--- config.mk ---
export PLATFORM = sky130hd
export DESIGN_NAME = timer_pwm_channels
export DESIGN_NICKNAME = d
export VERILOG_FILES = /design/src/hdl/timer_pwm_pkg.sv /design/src/hdl/timer_pwm_channels.sv
export VERILOG_INCLUDE_DIRS = /design/src /design/src/hdl
export SDC_FILE = /design/constraint.sdc
export NUM_CORES = 1
export LEC_CHECK = 0
export BUFFER_PORTS_ARGS = -buffer_cell sky130_fd_sc_hd__buf_2
export CAP_MARGIN = 20
export CELL_PAD_IN_SITES_DETAIL_PLACEMENT = 0
export CELL_PAD_IN_SITES_GLOBAL_PLACEMENT = 1
export CORE_MARGIN = 4
export CORE_UTILIZATION = 45
export DETAILED_ROUTE_END_ITERATION = 10
export PLACE_DENSITY_LB_ADDON = 0.25
export SLEW_MARGIN = 20
export SYNTH_ARGS = -nofsm -noshare
export SYNTH_HDL_FRONTEND = slang
export SYNTH_SLANG_ARGS = --single-unit
--- constraint.sdc ---
create_clock -name clk_i -period 2.9 [get_ports clk_i]
set_input_delay 0.145 -clock clk_i [delete_from_list [all_inputs] [get_ports clk_i]]
set_output_delay 0.145 -clock clk_i [all_outputs]
set_load 0.05 [all_outputs]
--- src/hdl/timer_pwm_cfg.svh ---
`ifndef TIMER_PWM_CFG_SVH
`define TIMER_PWM_CFG_SVH
`define TP_ADDR_STATUS   3'h0
`define TP_ADDR_MODULO   3'h1
`define TP_ADDR_COUNTER  3'h2
`define TP_ADDR_CH0_CTRL 3'h3
`define TP_ADDR_CH1_CTRL 3'h4
`define TP_ADDR_CH0_CMP  3'h5
`define TP_ADDR_CH1_CMP  3'h6
`define TP_ST_FLAG       7
`define TP_ST_IRQ_EN     6
`define TP_ST_HALT       5
`define TP_ST_RESET      4
`define TP_ST_PS_HI      2
`define TP_CC_FLAG       7
`define TP_CC_IRQ_EN     6
`define TP_CC_MODE_HI    5
`define TP_CC_MODE_LO    4
`define TP_CC_EDGE_HI    3
`define TP_CC_EDGE_LO    2
`define TP_CC_TOGGLE     1
`define TP_CC_MAX        0
`define TP_MODULO_RST    16'hffff
`define TP_COUNT_ZERO    16'h0000
`define TP_PS_MAX        3'h6
`endif

--- src/hdl/timer_pwm_pkg.sv ---
package timer_pwm_pkg;
  typedef struct packed {
    logic [2:0]  addr;
    logic [15:0] wdata;
    logic        wr;
    logic        rd;
  } bus_req_s;
  typedef enum logic [1:0] {
    SEL_CH0,
    SEL_CH1
  } bank_e;
endpackage

--- src/hdl/timer_pwm_channels.sv ---
// Function
// Unbuffered compare writes take effect at once, with no shadow copy.
// A compare value already passed yields no compare in that period.
// Channel flag sets at end of pulse; software shortens width there.
// Overflow flag sets at period end; software lengthens width there.
// Software should not choose toggle-on-compare in PWM.
// Buffered bit on channel 0 links channels; output on channel 0 pin.
// Buffered: last written compare set takes control at next overflow.
// Linked: channel 0 control governs output, channel 1 pin released.
// Software must not write the active compare set when buffered.
// Mode field 0:1 unbuffered, 1:0 buffered; buffered bit wins.
// Edge field 1:0 clears, 1:1 sets output on compare.
// Toggle-on-overflow toggles output; cleared gives 0 percent duty.
// Max duty bit with toggle cleared holds output at 100 percent.
// Software init: halt, reset, modulo, width, mode bits, then run.
// Overflow flag sets on rollover; irq only when enabled.
// Channel flag sets on compare; irq only when enabled.
// In wait mode the timer runs and enabled irqs wake the processor.
// In stop mode the timer halts keeping all state.
// The counter holds while break is active.
// In break, flags clear only when break clear enable is one.
// An armed two-step clear survives break and completes afterwards.
// At the modulo value the counter restarts from zero next tick.
// Overflow clears by read while set then write 0; new set wins.
// Counter reset bit clears counter and prescaler; reads as zero.
`timescale 1ns/10ps
`default_nettype none
`include "timer_pwm_cfg.svh"
module timer_pwm_channels #(
  parameter int CNT_W = 16
) (
  input  wire logic                   clk_i,
  input  wire logic                   reset_n_i,
  input  wire logic                   clk_en_i,
  input  wire timer_pwm_pkg::bus_req_s bus_i,
  output logic [15:0]                 rdata_o,
  input  wire logic                   wait_mode_i,
  input  wire logic                   stop_mode_i,
  input  wire logic                   break_i,
  input  wire logic                   break_clear_enable_i,
  output logic                        channel0_pin_o,
  output logic                        channel0_pin_oe_n_o,
  output logic                        channel1_pin_o,
  output logic                        channel1_pin_oe_n_o,
  output logic                        overflow_irq_o,
  output logic                        chan0_irq_o,
  output logic                        chan1_irq_o,
  output logic                        wake_o
);

  // ==========================================================
  // Parameter check
  if (CNT_W != 16)
  begin : g_bad_width
    $error("timer_pwm_channels supports CNT_W of 16 only");
  end

  // ==========================================================
  // State
  logic [15:0] modulo_r;
  logic [15:0] count_r;
  logic [5:0]  presc_r;
  logic [2:0]  ps_r;
  logic        halt_r;
  logic        ovf_irq_en_r;
  logic        ovf_flag_r;
  logic        ovf_armed_r;
  logic [7:0]  cc0_r;
  logic [7:0]  cc1_r;
  logic        ch0_armed_r;
  logic        ch1_armed_r;
  logic [15:0] cmp0_r;
  logic [15:0] cmp1_r;
  logic        pending1_r;
  timer_pwm_pkg::bank_e active_r;
  timer_pwm_pkg::bank_e last_wr_r;
  logic        out0_r;
  logic        out1_r;

  // ==========================================================
  // Decode
  function automatic logic hit(input logic [2:0] a, input logic [2:0] target);
    hit = (a == target);
  endfunction

  // Wait mode keeps the bus fenced off, so no strobe reaches the registers.
  wire bus_ok     = !wait_mode_i;
  wire wr         = bus_i.wr && bus_ok;
  wire rd         = bus_i.rd && bus_ok;
  wire wr_status  = wr && hit(bus_i.addr, `TP_ADDR_STATUS);
  wire rd_status  = rd && hit(bus_i.addr, `TP_ADDR_STATUS);
  wire wr_modulo  = wr && hit(bus_i.addr, `TP_ADDR_MODULO);
  wire wr_cc0     = wr && hit(bus_i.addr, `TP_ADDR_CH0_CTRL);
  wire rd_cc0     = rd && hit(bus_i.addr, `TP_ADDR_CH0_CTRL);
  wire wr_cc1     = wr && hit(bus_i.addr, `TP_ADDR_CH1_CTRL);
  wire rd_cc1     = rd && hit(bus_i.addr, `TP_ADDR_CH1_CTRL);
  wire wr_cmp0    = wr && hit(bus_i.addr, `TP_ADDR_CH0_CMP);
  wire wr_cmp1    = wr && hit(bus_i.addr, `TP_ADDR_CH1_CMP);
  wire cnt_reset  = wr_status && bus_i.wdata[`TP_ST_RESET];
  // A break with clearing disabled leaves every flag alone, armed or not.
  wire clr_ok     = !break_i || break_clear_enable_i;

  // ==========================================================
  // Mode decode
  wire linked     = cc0_r[`TP_CC_MODE_HI];
  wire ch0_cmp_en = linked || cc0_r[`TP_CC_MODE_LO];
  wire ch1_cmp_en = !linked && cc1_r[`TP_CC_MODE_LO];
  wire [15:0] cmp0_eff = (linked && active_r == timer_pwm_pkg::SEL_CH1) ? cmp1_r : cmp0_r;

  // ==========================================================
  // Counter and prescaler
  wire run        = !halt_r && !stop_mode_i && !break_i;
  // Prescale code seven has no internal source, so it yields no ticks at all.
  wire [5:0] ps_mask = (6'h01 << ps_r) - 6'h01;
  wire tick       = run && ((presc_r & ps_mask) == 6'h00) && (ps_r <= `TP_PS_MAX);
  wire at_mod     = (count_r == modulo_r);
  wire ovf_ev     = tick && at_mod;
  // The compare is skipped in the overflow tick so toggle and forced level never fight.
  // The compare uses the live register so a new value acts at once.
  wire hit0       = tick && !at_mod && ch0_cmp_en && (count_r == cmp0_eff);
  wire hit1       = tick && !at_mod && ch1_cmp_en && (count_r == cmp1_r);

  function automatic logic edge_out(input logic [7:0] cc, input logic cur);
    logic [1:0] e;
    e = {cc[`TP_CC_EDGE_HI], cc[`TP_CC_EDGE_LO]};
    case (e)
      2'h1:    edge_out = !cur;
      2'h2:    edge_out = 1'b0;
      2'h3:    edge_out = 1'b1;
      default: edge_out = cur;
    endcase
  endfunction

  function automatic logic pin_next(input logic [7:0] cc, input logic cur,
                                    input logic ovf, input logic cmp);
    logic v;
    v = cur;
    if (!cc[`TP_CC_TOGGLE] && cc[`TP_CC_MAX])
      v = 1'b1;
    else
    begin
      if (ovf && cc[`TP_CC_TOGGLE])
        v = !v;
      if (cmp)
        v = edge_out(cc, v);
    end
    pin_next = v;
  endfunction

  wire out0_nxt = pin_next(cc0_r, out0_r, ovf_ev, hit0);
  wire out1_nxt = pin_next(cc1_r, out1_r, ovf_ev, hit1);

  // ==========================================================
  // Flags: hardware set wins over a clear in the same cycle.
  wire ovf_clr  = wr_status && !bus_i.wdata[`TP_ST_FLAG] && ovf_armed_r && clr_ok;
  wire ovf_nxt  = ovf_ev || (ovf_flag_r && !ovf_clr);
  wire ch0_clr  = wr_cc0 && !bus_i.wdata[`TP_CC_FLAG] && ch0_armed_r && clr_ok;
  wire ch1_clr  = wr_cc1 && !bus_i.wdata[`TP_CC_FLAG] && ch1_armed_r && clr_ok;
  wire ch0f_nxt = hit0 || (cc0_r[`TP_CC_FLAG] && !ch0_clr);
  wire ch1f_nxt = hit1 || (cc1_r[`TP_CC_FLAG] && !ch1_clr);

  function automatic logic [7:0] cc_next(input logic [7:0] cur, input logic wr_i,
                                         input logic [15:0] d, input logic f);
    logic [7:0] v;
    v = wr_i ? d[7:0] : cur;
    v[`TP_CC_FLAG] = f;
    cc_next = v;
  endfunction

  // ==========================================================
  // Registers
  always_ff @(posedge clk_i)
  begin
    if (!reset_n_i)
    begin
      modulo_r     <= `TP_MODULO_RST;
      count_r      <= `TP_COUNT_ZERO;
      presc_r      <= 6'h00;
      ps_r         <= 3'h0;
      halt_r       <= 1'b1;
      ovf_irq_en_r <= 1'b0;
      ovf_flag_r   <= 1'b0;
      ovf_armed_r  <= 1'b0;
      cc0_r        <= 8'h00;
      cc1_r        <= 8'h00;
      ch0_armed_r  <= 1'b0;
      ch1_armed_r  <= 1'b0;
      cmp0_r       <= `TP_COUNT_ZERO;
      cmp1_r       <= `TP_COUNT_ZERO;
      pending1_r   <= 1'b0;
      active_r     <= timer_pwm_pkg::SEL_CH0;
      last_wr_r    <= timer_pwm_pkg::SEL_CH0;
      out0_r       <= 1'b0;
      out1_r       <= 1'b0;
    end
    else if (clk_en_i)
    begin
      if (cnt_reset)
      begin
        count_r <= `TP_COUNT_ZERO;
        presc_r <= 6'h00;
      end
      else if (run)
      begin
        presc_r <= presc_r + 6'h01;
        if (tick)
          count_r <= at_mod ? `TP_COUNT_ZERO : count_r + 16'h0001;
      end
      if (wr_status)
      begin
        ovf_irq_en_r <= bus_i.wdata[`TP_ST_IRQ_EN];
        halt_r       <= bus_i.wdata[`TP_ST_HALT];
        ps_r         <= bus_i.wdata[`TP_ST_PS_HI:0];
      end
      if (wr_modulo)
        modulo_r <= bus_i.wdata;
      ovf_flag_r <= ovf_nxt;
      // The first step arms only while set; the arm survives break untouched.
      if (ovf_ev || ovf_clr)
        ovf_armed_r <= 1'b0;
      else if (rd_status && ovf_flag_r)
        ovf_armed_r <= 1'b1;
      if (hit0 || ch0_clr)
        ch0_armed_r <= 1'b0;
      else if (rd_cc0 && cc0_r[`TP_CC_FLAG])
        ch0_armed_r <= 1'b1;
      if (hit1 || ch1_clr)
        ch1_armed_r <= 1'b0;
      else if (rd_cc1 && cc1_r[`TP_CC_FLAG])
        ch1_armed_r <= 1'b1;
      cc0_r <= cc_next(cc0_r, wr_cc0, bus_i.wdata, ch0f_nxt);
      cc1_r <= cc_next(cc1_r, wr_cc1, bus_i.wdata, ch1f_nxt);
      if (wr_cmp0)
        cmp0_r <= bus_i.wdata;
      if (wr_cmp1)
        cmp1_r <= bus_i.wdata;
      if (wr_cmp0)
        last_wr_r <= timer_pwm_pkg::SEL_CH0;
      else if (wr_cmp1)
        last_wr_r <= timer_pwm_pkg::SEL_CH1;
      if (!linked)
      begin
        // Writes made before linking must not steer the first buffered period.
        active_r   <= timer_pwm_pkg::SEL_CH0;
        last_wr_r  <= timer_pwm_pkg::SEL_CH0;
        pending1_r <= 1'b0;
      end
      else if (ovf_ev)
      begin
        active_r   <= (wr_cmp1 || (pending1_r && !wr_cmp0)) ? timer_pwm_pkg::SEL_CH1 :
                      (wr_cmp0 ? timer_pwm_pkg::SEL_CH0 : last_wr_r);
        pending1_r <= 1'b0;
      end
      else if (wr_cmp1 || wr_cmp0)
        pending1_r <= wr_cmp1;
      out0_r <= out0_nxt;
      out1_r <= out1_nxt;
    end
  end

  // ==========================================================
  // Read data and outputs
  logic [15:0] rdata_nxt;
  always_comb
  begin
    rdata_nxt = 16'h0000;
    case (bus_i.addr)
      `TP_ADDR_STATUS:   rdata_nxt = {8'h00, ovf_flag_r, ovf_irq_en_r, halt_r, 2'h0, ps_r};
      `TP_ADDR_MODULO:   rdata_nxt = modulo_r;
      `TP_ADDR_COUNTER:  rdata_nxt = count_r;
      `TP_ADDR_CH0_CTRL: rdata_nxt = {8'h00, cc0_r};
      `TP_ADDR_CH1_CTRL: rdata_nxt = {8'h00, cc1_r};
      `TP_ADDR_CH0_CMP:  rdata_nxt = cmp0_r;
      `TP_ADDR_CH1_CMP:  rdata_nxt = cmp1_r;
      default:           rdata_nxt = 16'h0000;
    endcase
  end

  always_ff @(posedge clk_i)
  begin
    if (!reset_n_i)
    begin
      rdata_o             <= 16'h0000;
      channel0_pin_o      <= 1'b0;
      channel0_pin_oe_n_o <= 1'b1;
      channel1_pin_o      <= 1'b0;
      channel1_pin_oe_n_o <= 1'b1;
      overflow_irq_o      <= 1'b0;
      chan0_irq_o         <= 1'b0;
      chan1_irq_o         <= 1'b0;
      wake_o              <= 1'b0;
    end
    else if (clk_en_i)
    begin
      rdata_o             <= rd ? rdata_nxt : 16'h0000;
      channel0_pin_o      <= out0_nxt;
      channel0_pin_oe_n_o <= !ch0_cmp_en;
      channel1_pin_o      <= out1_nxt;
      channel1_pin_oe_n_o <= !ch1_cmp_en;
      overflow_irq_o      <= ovf_nxt && ovf_irq_en_r;
      chan0_irq_o         <= ch0f_nxt && cc0_r[`TP_CC_IRQ_EN];
      chan1_irq_o         <= ch1f_nxt && cc1_r[`TP_CC_IRQ_EN];
      wake_o              <= wait_mode_i && ((ovf_nxt && ovf_irq_en_r) ||
                             (ch0f_nxt && cc0_r[`TP_CC_IRQ_EN]) ||
                             (ch1f_nxt && cc1_r[`TP_CC_IRQ_EN]));
    end
  end

  // ==========================================================
  // Assertions
  a_ovf_sets_flag: assert property (@(posedge clk_i) disable iff (!reset_n_i)
    clk_en_i && ovf_ev |=> ovf_flag_r) else $error("overflow flag not set");
  a_count_wraps: assert property (@(posedge clk_i) disable iff (!reset_n_i)
    clk_en_i && ovf_ev && !cnt_reset |=> count_r == `TP_COUNT_ZERO) else $error("no wrap");
  a_halt_holds: assert property (@(posedge clk_i) disable iff (!reset_n_i)
    clk_en_i && stop_mode_i && !cnt_reset |=> $stable(count_r)) else $error("count moved");
  a_break_holds: assert property (@(posedge clk_i) disable iff (!reset_n_i)
    clk_en_i && break_i && !cnt_reset |=> $stable(count_r)) else $error("count moved");
  a_break_keeps_flag: assert property (@(posedge clk_i) disable iff (!reset_n_i)
    clk_en_i && break_i && !break_clear_enable_i && ovf_flag_r |=> ovf_flag_r)
    else $error("flag cleared in break");
  a_clear_needs_read: assert property (@(posedge clk_i) disable iff (!reset_n_i)
    clk_en_i && ovf_flag_r && !ovf_armed_r |=> ovf_flag_r) else $error("flag cleared unarmed");
  a_max_duty: assert property (@(posedge clk_i) disable iff (!reset_n_i)
    clk_en_i && cc0_r[`TP_CC_MAX] && !cc0_r[`TP_CC_TOGGLE] |=> channel0_pin_o)
    else $error("max duty not high");
  a_cmp_sets_chflag: assert property (@(posedge clk_i) disable iff (!reset_n_i)
    clk_en_i && hit0 |=> cc0_r[`TP_CC_FLAG]) else $error("channel flag not set");
  a_link_releases: assert property (@(posedge clk_i) disable iff (!reset_n_i)
    clk_en_i && linked |=> channel1_pin_oe_n_o) else $error("channel 1 pin driven");
  a_buf_switch: assert property (@(posedge clk_i) disable iff (!reset_n_i)
    clk_en_i && linked && pending1_r && ovf_ev && !wr_cmp0 |=> active_r == timer_pwm_pkg::SEL_CH1)
    else $error("buffer did not switch");
  // Requests reach the pins only through their enables, and wait mode shuts the bus.
  a_wait_reads_zero: assert property (@(posedge clk_i) disable iff (!reset_n_i)
    clk_en_i && wait_mode_i |=> rdata_o == 16'h0000)
    else $error("read data leaked in wait mode");
  a_wake_on_irq: assert property (@(posedge clk_i) disable iff (!reset_n_i)
    clk_en_i && wait_mode_i && ovf_flag_r && ovf_irq_en_r |=> wake_o)
    else $error("no wake on enabled overflow");
  a_ovf_irq_masked: assert property (@(posedge clk_i) disable iff (!reset_n_i)
    clk_en_i && !ovf_irq_en_r |=> !overflow_irq_o)
    else $error("overflow request while disabled");
  a_ch0_irq_masked: assert property (@(posedge clk_i) disable iff (!reset_n_i)
    clk_en_i && !cc0_r[`TP_CC_IRQ_EN] |=> !chan0_irq_o)
    else $error("channel 0 request while disabled");
  a_ch1_irq_masked: assert property (@(posedge clk_i) disable iff (!reset_n_i)
    clk_en_i && !cc1_r[`TP_CC_IRQ_EN] |=> !chan1_irq_o)
    else $error("channel 1 request while disabled");
  a_cmp1_sets_flag: assert property (@(posedge clk_i) disable iff (!reset_n_i)
    clk_en_i && hit1 |=> cc1_r[`TP_CC_FLAG])
    else $error("channel 1 flag not set");
  a_zero_duty_low: assert property (@(posedge clk_i) disable iff (!reset_n_i)
    clk_en_i && !cc0_r[`TP_CC_TOGGLE] && !cc0_r[`TP_CC_MAX] && cc0_r[`TP_CC_EDGE_HI] &&
    !cc0_r[`TP_CC_EDGE_LO] && !out0_r |=> !channel0_pin_o)
    else $error("zero duty output rose");
  a_reset_clears: assert property (@(posedge clk_i) disable iff (!reset_n_i)
    clk_en_i && cnt_reset |=> count_r == `TP_COUNT_ZERO)
    else $error("counter not cleared");
  a_link_drives_ch0: assert property (@(posedge clk_i) disable iff (!reset_n_i)
    clk_en_i && linked |=> !channel0_pin_oe_n_o)
    else $error("channel 0 pin not driven");
  a_unbuf_write_now: assert property (@(posedge clk_i) disable iff (!reset_n_i)
    clk_en_i && wr_cmp0 |=> cmp0_r == $past(bus_i.wdata))
    else $error("compare write not taken");
  c_overflow: cover property (@(posedge clk_i) ovf_ev);
  c_compare0: cover property (@(posedge clk_i) hit0);
  c_buffer_switch: cover property (@(posedge clk_i) linked && ovf_ev && pending1_r);
  c_flag_clear: cover property (@(posedge clk_i) ovf_clr);
  c_wake: cover property (@(posedge clk_i) wake_o);

endmodule
`default_nettype wire

==> flow_metrics.py, run 1 <==
metrics = {
    "timing": {
        "worst_slack_ps": 246,
        "fmax_mhz": 377,
        "worst_pin_slew_ps": 820,
        "min_period_ps": 2650,
        "hold_viol_final": 0,
        "setup_violations": 0,
        "skew_ps": 7.63,
        "slew_violations": 0,
        "relSlewSlack_pct": 45.1,
        "rsz0062_at_grt": "no",
        "period_share_pct": 91.5,
        "tns_ps": 0,
    },
    "final_layout": {
        "area_growth_pct": 17.1,
        "n_antenna_cell": 0,
        "drive_gt1_share_pct": 14.6,
        "layout_commonest_cell": "nand2_1",
        "layout.cells.non_filler": 1038,
        "most-common-layout-cells": "nand2_1 (140), dfxtp_1 (122), nand3_1 (51), buf_2 (51), a21boi_0 (46)",
        "nets": 877,
    },
    "worst_setup_path": {
        "crit_fanout": 6,
        "arrival_ps": 3010,
        "cp-start-kind": "flop",
        "required_ps": 3260,
        "crit_path_end_kind": "flop",
        "path_class": "reg2reg",
    },
    "global_route": {
        "grt_pass1_wl_um": 34300,
        "grtUsageTotal_pct": 27.2,
        "overflow": 0,
        "antenna_found_initial": 0,
        "grt_pass1_vias": 5919,
        "grt_max_degree": 44,
    },
    "synthesis": {
        "synth_area_sq_um": 6480,
        "yosys.cell_types.count": 64,
        "synth_warnings": 0,
        "async_flop_share_pct": 0,
        "synth_nets": 829,
        "synthTopCellsByArea": "dfxtp_1 (38%), nand2_1 (8.1%), xor2_1 (5.4%)",
        "yosysSeqAreaShare_pct": 37.7,
        "synth_top_area_cell": "dfxtp_1",
        "syn_avg_cell_area_sq_um": 8.11,
        "synth_edf_count": 0,
        "syn_inst": 799,
        "ys_seq_elements": 122,
        "ys.flop_type": "dfxtp_1",
        "synth.top_cell.area_share_pct": 37.7,
    },
    "die": {
        "die_area_sq_um": 16400,
        "rows": 43,
        "die_height_um": 128,
        "start_util_pct": 46.3,
        "die_x_um": 128,
        "core_area_sq_um": 14000,
        "io_pins": 52,
    },
    "routing": {
        "vias": 6216,
        "ant_nets": 0,
        "wl_um": 21700,
        "drt_iter0_drc": 552,
        "vias_per_cell": 5.99,
        "dr.pass1.iters": 5,
        "avgRoutedWirePerCell_um": 20.9,
        "drc": 0,
    },
    "clock_tree": {
        "cts.sinks": 122,
        "clock_latency_ps": 430,
        "htreeDepth": 4,
        "cts_root_buffer": "clkbuf_16",
        "post-cts-setup-buffers": 0,
        "cts_buffer_depth": 2,
        "cts_made_buffers": 17,
        "clk_pin_slew_ps": 50,
        "cts_tree": "yes",
    },
    "placed_design": {
        "placedCellCount": 999,
        "post-place-ws_ps": 273,
        "gp_congestion": 0.972,
        "io_buffers": 51,
        "hpwl_um": 15400,
    },
    "status": {
        "run_status": "completed",
    },
    "hold_path": {
        "hp-class": "in2reg",
    },
    "pwr": {
        "power_density_nw_per_um2": 528,
        "p_leak_nw": 2.91,
        "ir_drop_mv": 0.425,
    },
    "run": {
        "maxCapViolCount": 0,
    },
}
[per-layer routing]
| layer | GRT usage (%) | vias up | part of all wire, % |
|---|---|---|---|
| met5 | 0 | - | 0 |
| met4 | 11.0 | 0 | 3.3 |
| met3 | 5.42 | 43 | 7.2 |
| met2 | 43.3 | 258 | 46 |
| met1 | 36.2 | 3022 | 44 |
| li1 | - | 2893 | - |
[final cells by class]
type	instances	area, sq um
Tap cell	180	225
Timing Repair Buffer	88	556
Inverter	15	56.3
Fill cell	1361	6400
Clock buffer	21	450
Sequential cell	122	2440
Clock inverter	9	100
Multi-Input combinational cell	603	3760
[per-stage QoR]
stage,power [mW],utilization (%),instance area (sq um),hold slack (ps)
final,4.00,54.3,7590,28.9
after detailed placement,2.00,49.6,6940,390
after global placement,2.00,49.6,6940,380
after CTS,4.03,54.2,7580,8.74
after floorplan,1.90,-,6480,269
after global routing,4.12,54.3,7590,31.6
[worst max-delay path, cell delays in order, from the launching register on]
cell and delay, ps:
dfxtp_1 360, or2_0 220, a211oi_1 330, o211ai_1 410
nor4_1 680, buf_4 240, o21a_1 150, a211oi_1 60
o21ai_1 140
[registers in the layout, indices dropped and copies added (netlist names), 3 cells and up]
| signal | flops |
|---|---|
| count_r | 16 |
| cc1_r | 8 |
| rdata_o | 16 |
| ps_r | 3 |
| cmp1_r | 16 |
| cmp0_r | 16 |
| presc_r | 6 |
| modulo_r | 16 |
| cc0_r | 8 |
[synth_stat cells, drive strengths merged, types with 2 or more instances]
master and n:
nand2 140, dfxtp 122, nand3 51, clkbuf 48, a21boi 47, nor2b 42
nor2 41, xor2 41, a21oi 29, mux2i 21, o21ai 19, a22oi 18
and3 14, inv 14, xnor2 14, a211oi 12, a221oi 12, buf 11
nor4 11, nand4 9, nand2b 8, nor3 8, or3 7, a31oi 5
a211o 4, and2 4, a21o 3, a31o 3, mux2 3, mux4 3
nor3b 3, o211a 3, o211ai 3, a2111oi 2, a32oi 2, ha 2
o2111a 2, o21a 2, o41ai 2
[final timing paths]
kind,cells after the start,from,slack [ps],endpoint
setup / recovery,8,ps_r[0]$_SDFFE_PN0P_,250,wake_o$_SDFFE_PN0P_
setup reg to reg,8,ps_r[0]$_SDFFE_PN0P_,250,wake_o$_SDFFE_PN0P_
hold / removal,3,bus_i[9],30,cmp1_r[7]$_SDFFE_PN0P_
hold reg to reg,2,wake_o$_SDFFE_PN0P_,480,wake_o$_SDFFE_PN0P_
[power breakdown]
| part | internal [mW] | total (mW) | switching [mW] |
|---|---|---|---|
| clock network | 1.27 | 2.02 | 0.756 |
| registers | 1.69 | 1.71 | 0.0144 |
| logic | 0.0966 | 0.278 | 0.181 |
[cell families after synthesis]
group                      Yosys count  share of synthesized area, %
and+or+nand+nor                    342                          25.2
AOI/OAI and AO/OA                  177                          19.9
DFF                                122                          37.7
buffers and inverters               74                          4.52
xor gates and xnor gates            55                          7.55
muxes                               27                          4.81
adders and majority gates            2                         0.386
[repair_timing]
action,in CTS,in global routing
hold buffers,9,0
gates resized for setup,0,2
endpoints found under the hold margin,24,0
setup endpoints to repair,0,19
Note: power is estimated with default switching activity, not from simulation.
==> run 2, diff against run 1 <==
--- a/config.mk
+++ b/config.mk
@@ -6,12 +6,13 @@
 export SDC_FILE = /design/constraint.sdc
 export NUM_CORES = 1
 export LEC_CHECK = 0
+export ABC_AREA = 1
 export BUFFER_PORTS_ARGS = -buffer_cell sky130_fd_sc_hd__buf_2
 export CAP_MARGIN = 20
 export CELL_PAD_IN_SITES_DETAIL_PLACEMENT = 0
 export CELL_PAD_IN_SITES_GLOBAL_PLACEMENT = 1
 export CORE_MARGIN = 4
-export CORE_UTILIZATION = 45
+export CORE_UTILIZATION = 43
 export DETAILED_ROUTE_END_ITERATION = 10
 export PLACE_DENSITY_LB_ADDON = 0.25
 export SLEW_MARGIN = 20
==> run 2 against run 1 <==
Net effect: first-iteration DRC count increased by 34%; hold slack got worse by 22 ps; total power increased by 8.0%; count of clock-buffer cells in the layout decreased by 4; die area increased by 5.1%; final cell count increased by 19%; setup slack improved by 100 ps; fmax increased by 4.1%; via count increased by 9.1%; largest power group unchanged; highest routed layer unchanged.
==> flow_metrics.py, run 2 <==
metrics = {
    "status": {
        "run_status": "completed",
    },
    "clock_tree": {
        "clock_latency_ps": 430,
        "cts_hold_buffers": 9,
        "cts_resized": 0,
        "cts.sinks": 122,
        "cts_root_buffer": "clkbuf_16",
        "clk_pin_slew_ps": 60,
        "cts_tree": "yes",
        "cts_buffer_depth": 2,
        "cts_made_buffers": 17,
        "post-cts-setup-buffers": 0,
        "htreeDepth": 4,
    },
    "die": {
        "rows": 44,
        "start_util_pct": 44.4,
        "die_area_sq_um": 17200,
        "die_x_um": 131,
        "io_pins": 52,
        "core_area_sq_um": 14700,
        "die_height_um": 131,
    },
    "synthesis": {
        "yosys.cell_types.count": 47,
        "synth_nets": 1006,
        "synthTopCellsByCount": "nand2_1 (220), dfxtp_1 (122), inv_1 (113)",
        "synth.top_cell.area_share_pct": 37.4,
        "yosysSeqAreaShare_pct": 37.4,
        "synth_most_common_cell": "nand2_1",
        "syn_avg_cell_area_sq_um": 6.69,
        "syn_inst": 976,
        "ys.flop_type": "dfxtp_1",
        "synth_edf_count": 0,
        "async_flop_share_pct": 0,
        "synthTopCellsByArea": "dfxtp_1 (37%), nand2_1 (13%), a21oi_1 (8.1%)",
        "synth_area_sq_um": 6530,
        "synth_top_area_cell": "dfxtp_1",
        "synth_warnings": 0,
        "ys_seq_elements": 122,
    },
    "final_layout": {
        "utilization_pct": 52.1,
        "most-common-layout-cells": "nand2_1 (220), dfxtp_1 (122), inv_1 (113), a21oi_1 (106), o21ai_0 (106)",
        "layout.cells.non_filler": 1231,
        "fillers": 1468,
        "n_antenna_cell": 0,
        "layout_commonest_cell": "nand2_1",
        "final_cell_area_sq_um": 7650,
        "drive_gt1_share_pct": 14.5,
        "area_growth_pct": 17.2,
        "nets": 1064,
    },
    "routing": {
        "vias": 6780,
        "ant_nets": 0,
        "wl_um": 22100,
        "drt_iter0_drc": 742,
        "vias_per_cell": 5.51,
        "avgRoutedWirePerCell_um": 17.9,
        "dr.pass1.iters": 6,
        "drc": 0,
    },
    "global_route": {
        "grt_max_degree": 59,
        "grt_pass1_vias": 6108,
        "grtUsageTotal_pct": 25.2,
        "grt_pass1_wl_um": 34500,
        "antenna_found_initial": 0,
        "overflow": 0,
    },
    "timing": {
        "worst_pin_slew_ps": 832,
        "fmax_mhz": 392,
        "setup_violations": 0,
        "tns_ps": 0,
        "skew_ps": 9.99,
        "worst_slack_ps": 350,
        "slew_violations": 0,
        "rsz0062_at_grt": "no",
        "relSlewSlack_pct": 43.8,
        "min_period_ps": 2550,
        "holdWs_ps": 7.09,
        "period_share_pct": 87.9,
        "hold_viol_final": 0,
    },
    "worst_setup_path": {
        "required_ps": 3260,
        "crit_fanout": 19,
        "arrival_ps": 2910,
        "crit_path_end_kind": "flop",
        "path_class": "reg2reg",
        "cp-start-kind": "flop",
    },
    "placed_design": {
        "gp_congestion": 0.897,
        "io_buffers": 51,
        "placedCellCount": 1190,
        "post_dp_cell_area_sq_um": 6920,
        "post-place-ws_ps": 460,
        "hpwl_um": 16100,
    },
    "pwr": {
        "ir_drop_mv": 0.457,
        "p_leak_nw": 3.31,
        "total_power_mw": 4.32,
        "power_density_nw_per_um2": 565,
    },
    "run": {
        "maxCapViolCount": 0,
    },
    "hold_path": {
        "hp-class": "in2reg",
    },
}
run 2: changes by cell type in the layout (fill, tap and decap cells not counted), moves of 15 or more:
cell / before / now
o22ai_1: 1 / 29
o21ai_0: 17 / 106
inv_1: 13 / 113
a21boi_0: 46 / 0
a22oi_1: 17 / 0
a21oi_1: 29 / 106
mux2i_1: 21 / 0
xor2_1: 40 / 6
nor2_1: 41 / 93
inv_2: 1 / 16
nand2_1: 140 / 220
nor2b_1: 42 / 0
buf_4: 28 / 11
run 2: logic make-up after synthesis:
group	after synthesis	share of synthesized area, %
AOI/OAI and AO/OA	266	22.1
buffers and inverters	164	10.3
xor gates and xnor gates	9	1.21
adders and majority gates	2	0.383
DFF	122	37.4
and+or+nand+nor	413	28.6
run 2: area by class of cell:
class	instances	area (sq um)	share of cell area (%)
multi-input cells	690	3420	44.6
well taps	184	230	3.01
repair buffers	71	428	5.59
clock inverters	15	211	2.76
clock buffers	17	425	5.56
flip-flops and latches	122	2440	31.9
inverters	132	498	6.51
run 2: metal layers:
layer  wire [um]  vias to the layer above  GRT usage, %  part of all wire, %
li1            -                     3324             -                    -
met1       10600                     3110          38.2                   48
met2        9120                      305          36.1                   41
met3        1860                       41          4.32                  8.4
met4         522                        0          8.28                  2.4
met5           0                        -             0                    0
run 2: power breakdown:
group          switching [mW]  internal [mW]
Sequential             0.0182           1.70
Clock                   0.856           1.46
Combinational           0.212         0.0834
run 2: critical path, cell delays in order, from the launching register on:
cell,delay [ps]
dfxtp_1,750
nand2_4,300
inv_1,240
nand2_1,100
nand3_1,110
nand2_1,60
nor2_1,90
nand2_1,80
nor2_1,240
nand3_2,140
nand2_2,90
nand2_2,50
nand2_1,60
nand2_1,60
a21oi_2,100
run 2: path summary, 6_finish.rpt:
kind                                               start                       end  slack [ps]  cells past startpoint
worst max register to register     cc0_r[5]$_SDFFE_PN0P_       wake_o$_SDFFE_PN0P_         350                     14
worst max-delay path               cc0_r[5]$_SDFFE_PN0P_       wake_o$_SDFFE_PN0P_         350                     14
worst min register to register  rdata_o[14]$_SDFFE_PN0P_  rdata_o[14]$_SDFFE_PN0P_         460                      2
worst min-delay path                         wait_mode_i       wake_o$_SDFFE_PN0P_           7                      3
==> run 3, diff against run 2 <==
--- a/config.mk
+++ b/config.mk
@@ -6,13 +6,12 @@
 export SDC_FILE = /design/constraint.sdc
 export NUM_CORES = 1
 export LEC_CHECK = 0
-export ABC_AREA = 1
 export BUFFER_PORTS_ARGS = -buffer_cell sky130_fd_sc_hd__buf_2
 export CAP_MARGIN = 20
 export CELL_PAD_IN_SITES_DETAIL_PLACEMENT = 0
 export CELL_PAD_IN_SITES_GLOBAL_PLACEMENT = 1
 export CORE_MARGIN = 4
-export CORE_UTILIZATION = 43
+export CORE_UTILIZATION = 45
 export DETAILED_ROUTE_END_ITERATION = 10
 export PLACE_DENSITY_LB_ADDON = 0.25
 export SLEW_MARGIN = 20
==> constraint.sdc (replaced) <==
create_clock -name clk_i -period 2.45 [get_ports clk_i]
set_input_delay 0.1225 -clock clk_i [delete_from_list [all_inputs] [get_ports clk_i]]
set_output_delay 0.1225 -clock clk_i [all_outputs]
set_load 0.05 [all_outputs]
==> run 3 against run 2 <==
Net effect: critical endpoint is now channel0_pin_o$_SDFFE_PN0P_; highest routed layer unchanged; count of clock-buffer cells in the layout grew 10; utilization increased by 3.8 points; largest power group unchanged; via count is 8.8% lower; hold slack improved by 5.7 ps.
==> flow_metrics.py, run 3 (synthesis gave the netlist of run 1 again) <==
metrics = {
    "status": {
        "run_status": "completed",
    },
    "worst_setup_path": {
        "slowest_delay_ps": 540,
        "crit_path_end_kind": "flop",
        "r2r_start": "count_r[2]$_SDFFE_PN0P_",
        "arrival_ps": 2660,
        "crit_fanout": 8,
        "path_class": "reg2reg",
        "cp_cell_sequence": "xor2_1, nor4_2, nand4_1, nand2_2, nor4_2, buf_4, a221o_1, nor3_1",
        "crit_top_cell": "nor4_2",
        "critPathSlowestCell": "dfxtp_1",
        "required_ps": 2800,
        "cp-start-kind": "flop",
        "cp-startpoint": "count_r[2]$_SDFFE_PN0P_",
    },
    "timing": {
        "worst_slack_ps": 139,
        "worst_pin_slew_ps": 761,
        "tns_ps": 0,
        "hold_viol_final": 0,
        "slew_violations": 0,
        "rsz0062_at_grt": "no",
        "relSlewSlack_pct": 49.2,
        "holdWs_ps": 12.8,
        "skew_ps": 7.19,
        "setup_violations": 0,
        "fmax_mhz": 433,
        "min_period_ps": 2310,
        "period_share_pct": 94.3,
    },
    "placed_design": {
        "gp_congestion": 0.940,
        "hpwl_um": 15600,
        "post_dp_cell_area_sq_um": 7140,
        "post-place-ws_ps": 5.50,
        "io_buffers": 51,
    },
    "routing": {
        "vias_per_cell": 5.83,
        "drc": 0,
        "vias": 6186,
        "wl_um": 21300,
        "drt_iter0_drc": 538,
        "avgRoutedWirePerCell_um": 20.1,
        "dr.pass1.iters": 5,
        "ant_nets": 0,
    },
    "final_layout": {
        "area_growth_pct": 20.5,
        "final_cell_area_sq_um": 7810,
        "most-common-layout-cells": "nand2_1 (138), dfxtp_1 (119), nand3_1 (51), buf_2 (51), buf_4 (51)",
        "nets": 901,
        "fillers": 1299,
        "layout_commonest_cell": "nand2_1",
        "n_antenna_cell": 0,
        "drive_gt1_share_pct": 17.7,
    },
    "global_route": {
        "grtUsageTotal_pct": 26.7,
        "antenna_found_initial": 0,
        "grt_use_met3_pct": 5.63,
        "grt_max_degree": 34,
        "grt_pass1_wl_um": 33600,
        "top_usage_layer": "met2",
        "grt_use_met1_pct": 34.8,
        "met2_usage_pct": 42.5,
        "overflow": 0,
        "grt_pass1_vias": 5992,
    },
    "hold_path": {
        "hp-start": "wait_mode_i",
        "hp-class": "in2reg",
    },
    "die": {
        "die_area_sq_um": 16400,
        "start_util_pct": 46.3,
        "rows": 43,
        "io_pins": 52,
        "die_x_um": 128,
        "die_height_um": 128,
        "core_area_sq_um": 14000,
    },
    "pwr": {
        "power_density_nw_per_um2": 589,
        "ir_drop_mv": 0.504,
        "total_power_mw": 4.60,
        "p_leak_nw": 3.03,
    },
    "clock_tree": {
        "cts.sinks": 122,
        "htreeDepth": 4,
        "cts_tree": "yes",
        "clock_latency_ps": 430,
        "cts_buffer_depth": 2,
        "clk_pin_slew_ps": 50,
        "cts_made_buffers": 17,
        "cts_root_buffer": "clkbuf_16",
    },
    "run": {
        "maxCapViolCount": 0,
    },
}
[run 3: path summary, 6_finish.rpt]
check / endpoint / slack (ps) / cells past startpoint
worst max register to register: channel0_pin_o$_SDFFE_PN0P_ / 140 / 8
worst min-delay path: wake_o$_SDFFE_PN0P_ / 10 / 3
worst min register to register: channel1_pin_oe_n_o$_SDFFE_PN1P_ / 480 / 2
worst max-delay path: channel0_pin_o$_SDFFE_PN0P_ / 140 / 8
[run 3: timing repair]
item	in CTS	in global routing
resized for setup	1	12
buffers inserted	0	2
cloned	0	0
endpoints found under the hold margin	24	0
endpoints found under the setup margin	1	9
pin swaps	0	3
hold buffers	8	0
[run 3: through the flow]
step | util [%] | std cells
global route | 55.8 | 1061
global placement | 51.0 | 1022
CTS | 55.3 | 1059
finish | 55.8 | 1061
floorplan | - | 799
detailed placement | 51.0 | 1022
[run 3: where the power goes]
group	leakage (nW)	internal, mW	switching, mW	total, mW
registers	0.986	2.00	0.0163	2.02
clock network	0.249	1.38	0.864	2.24
logic	1.79	0.121	0.216	0.337
total	3.03	3.50	1.10	4.60
[run 3: final cells by class]
cell class / count / area [sq um] / area share [%]
multi-input cells: 603 / 3810 / 48.8
flip-flops and latches: 122 / 2450 / 31.3
repair buffers: 112 / 758 / 9.71
clock buffers: 27 / 503 / 6.44
well taps: 180 / 225 / 2.88
inverters: 15 / 56.3 / 0.721
clock inverters: 2 / 12.5 / 0.160
[run 3: layer usage]
metal	part of all wire, %	routed length (um)
met2	46	9720
met4	4.2	896
met5	0	0
met1	43	9220
met3	6.9	1480
[run 3: worst max-delay path, delay by kind of cell (launching register included)]
family / cells / cell delay [ps]
compound gates: 1 / 320
xor+xnor: 1 / 140
buf+inv: 1 / 150
flops: 1 / 540
simple gates: 5 / 1070
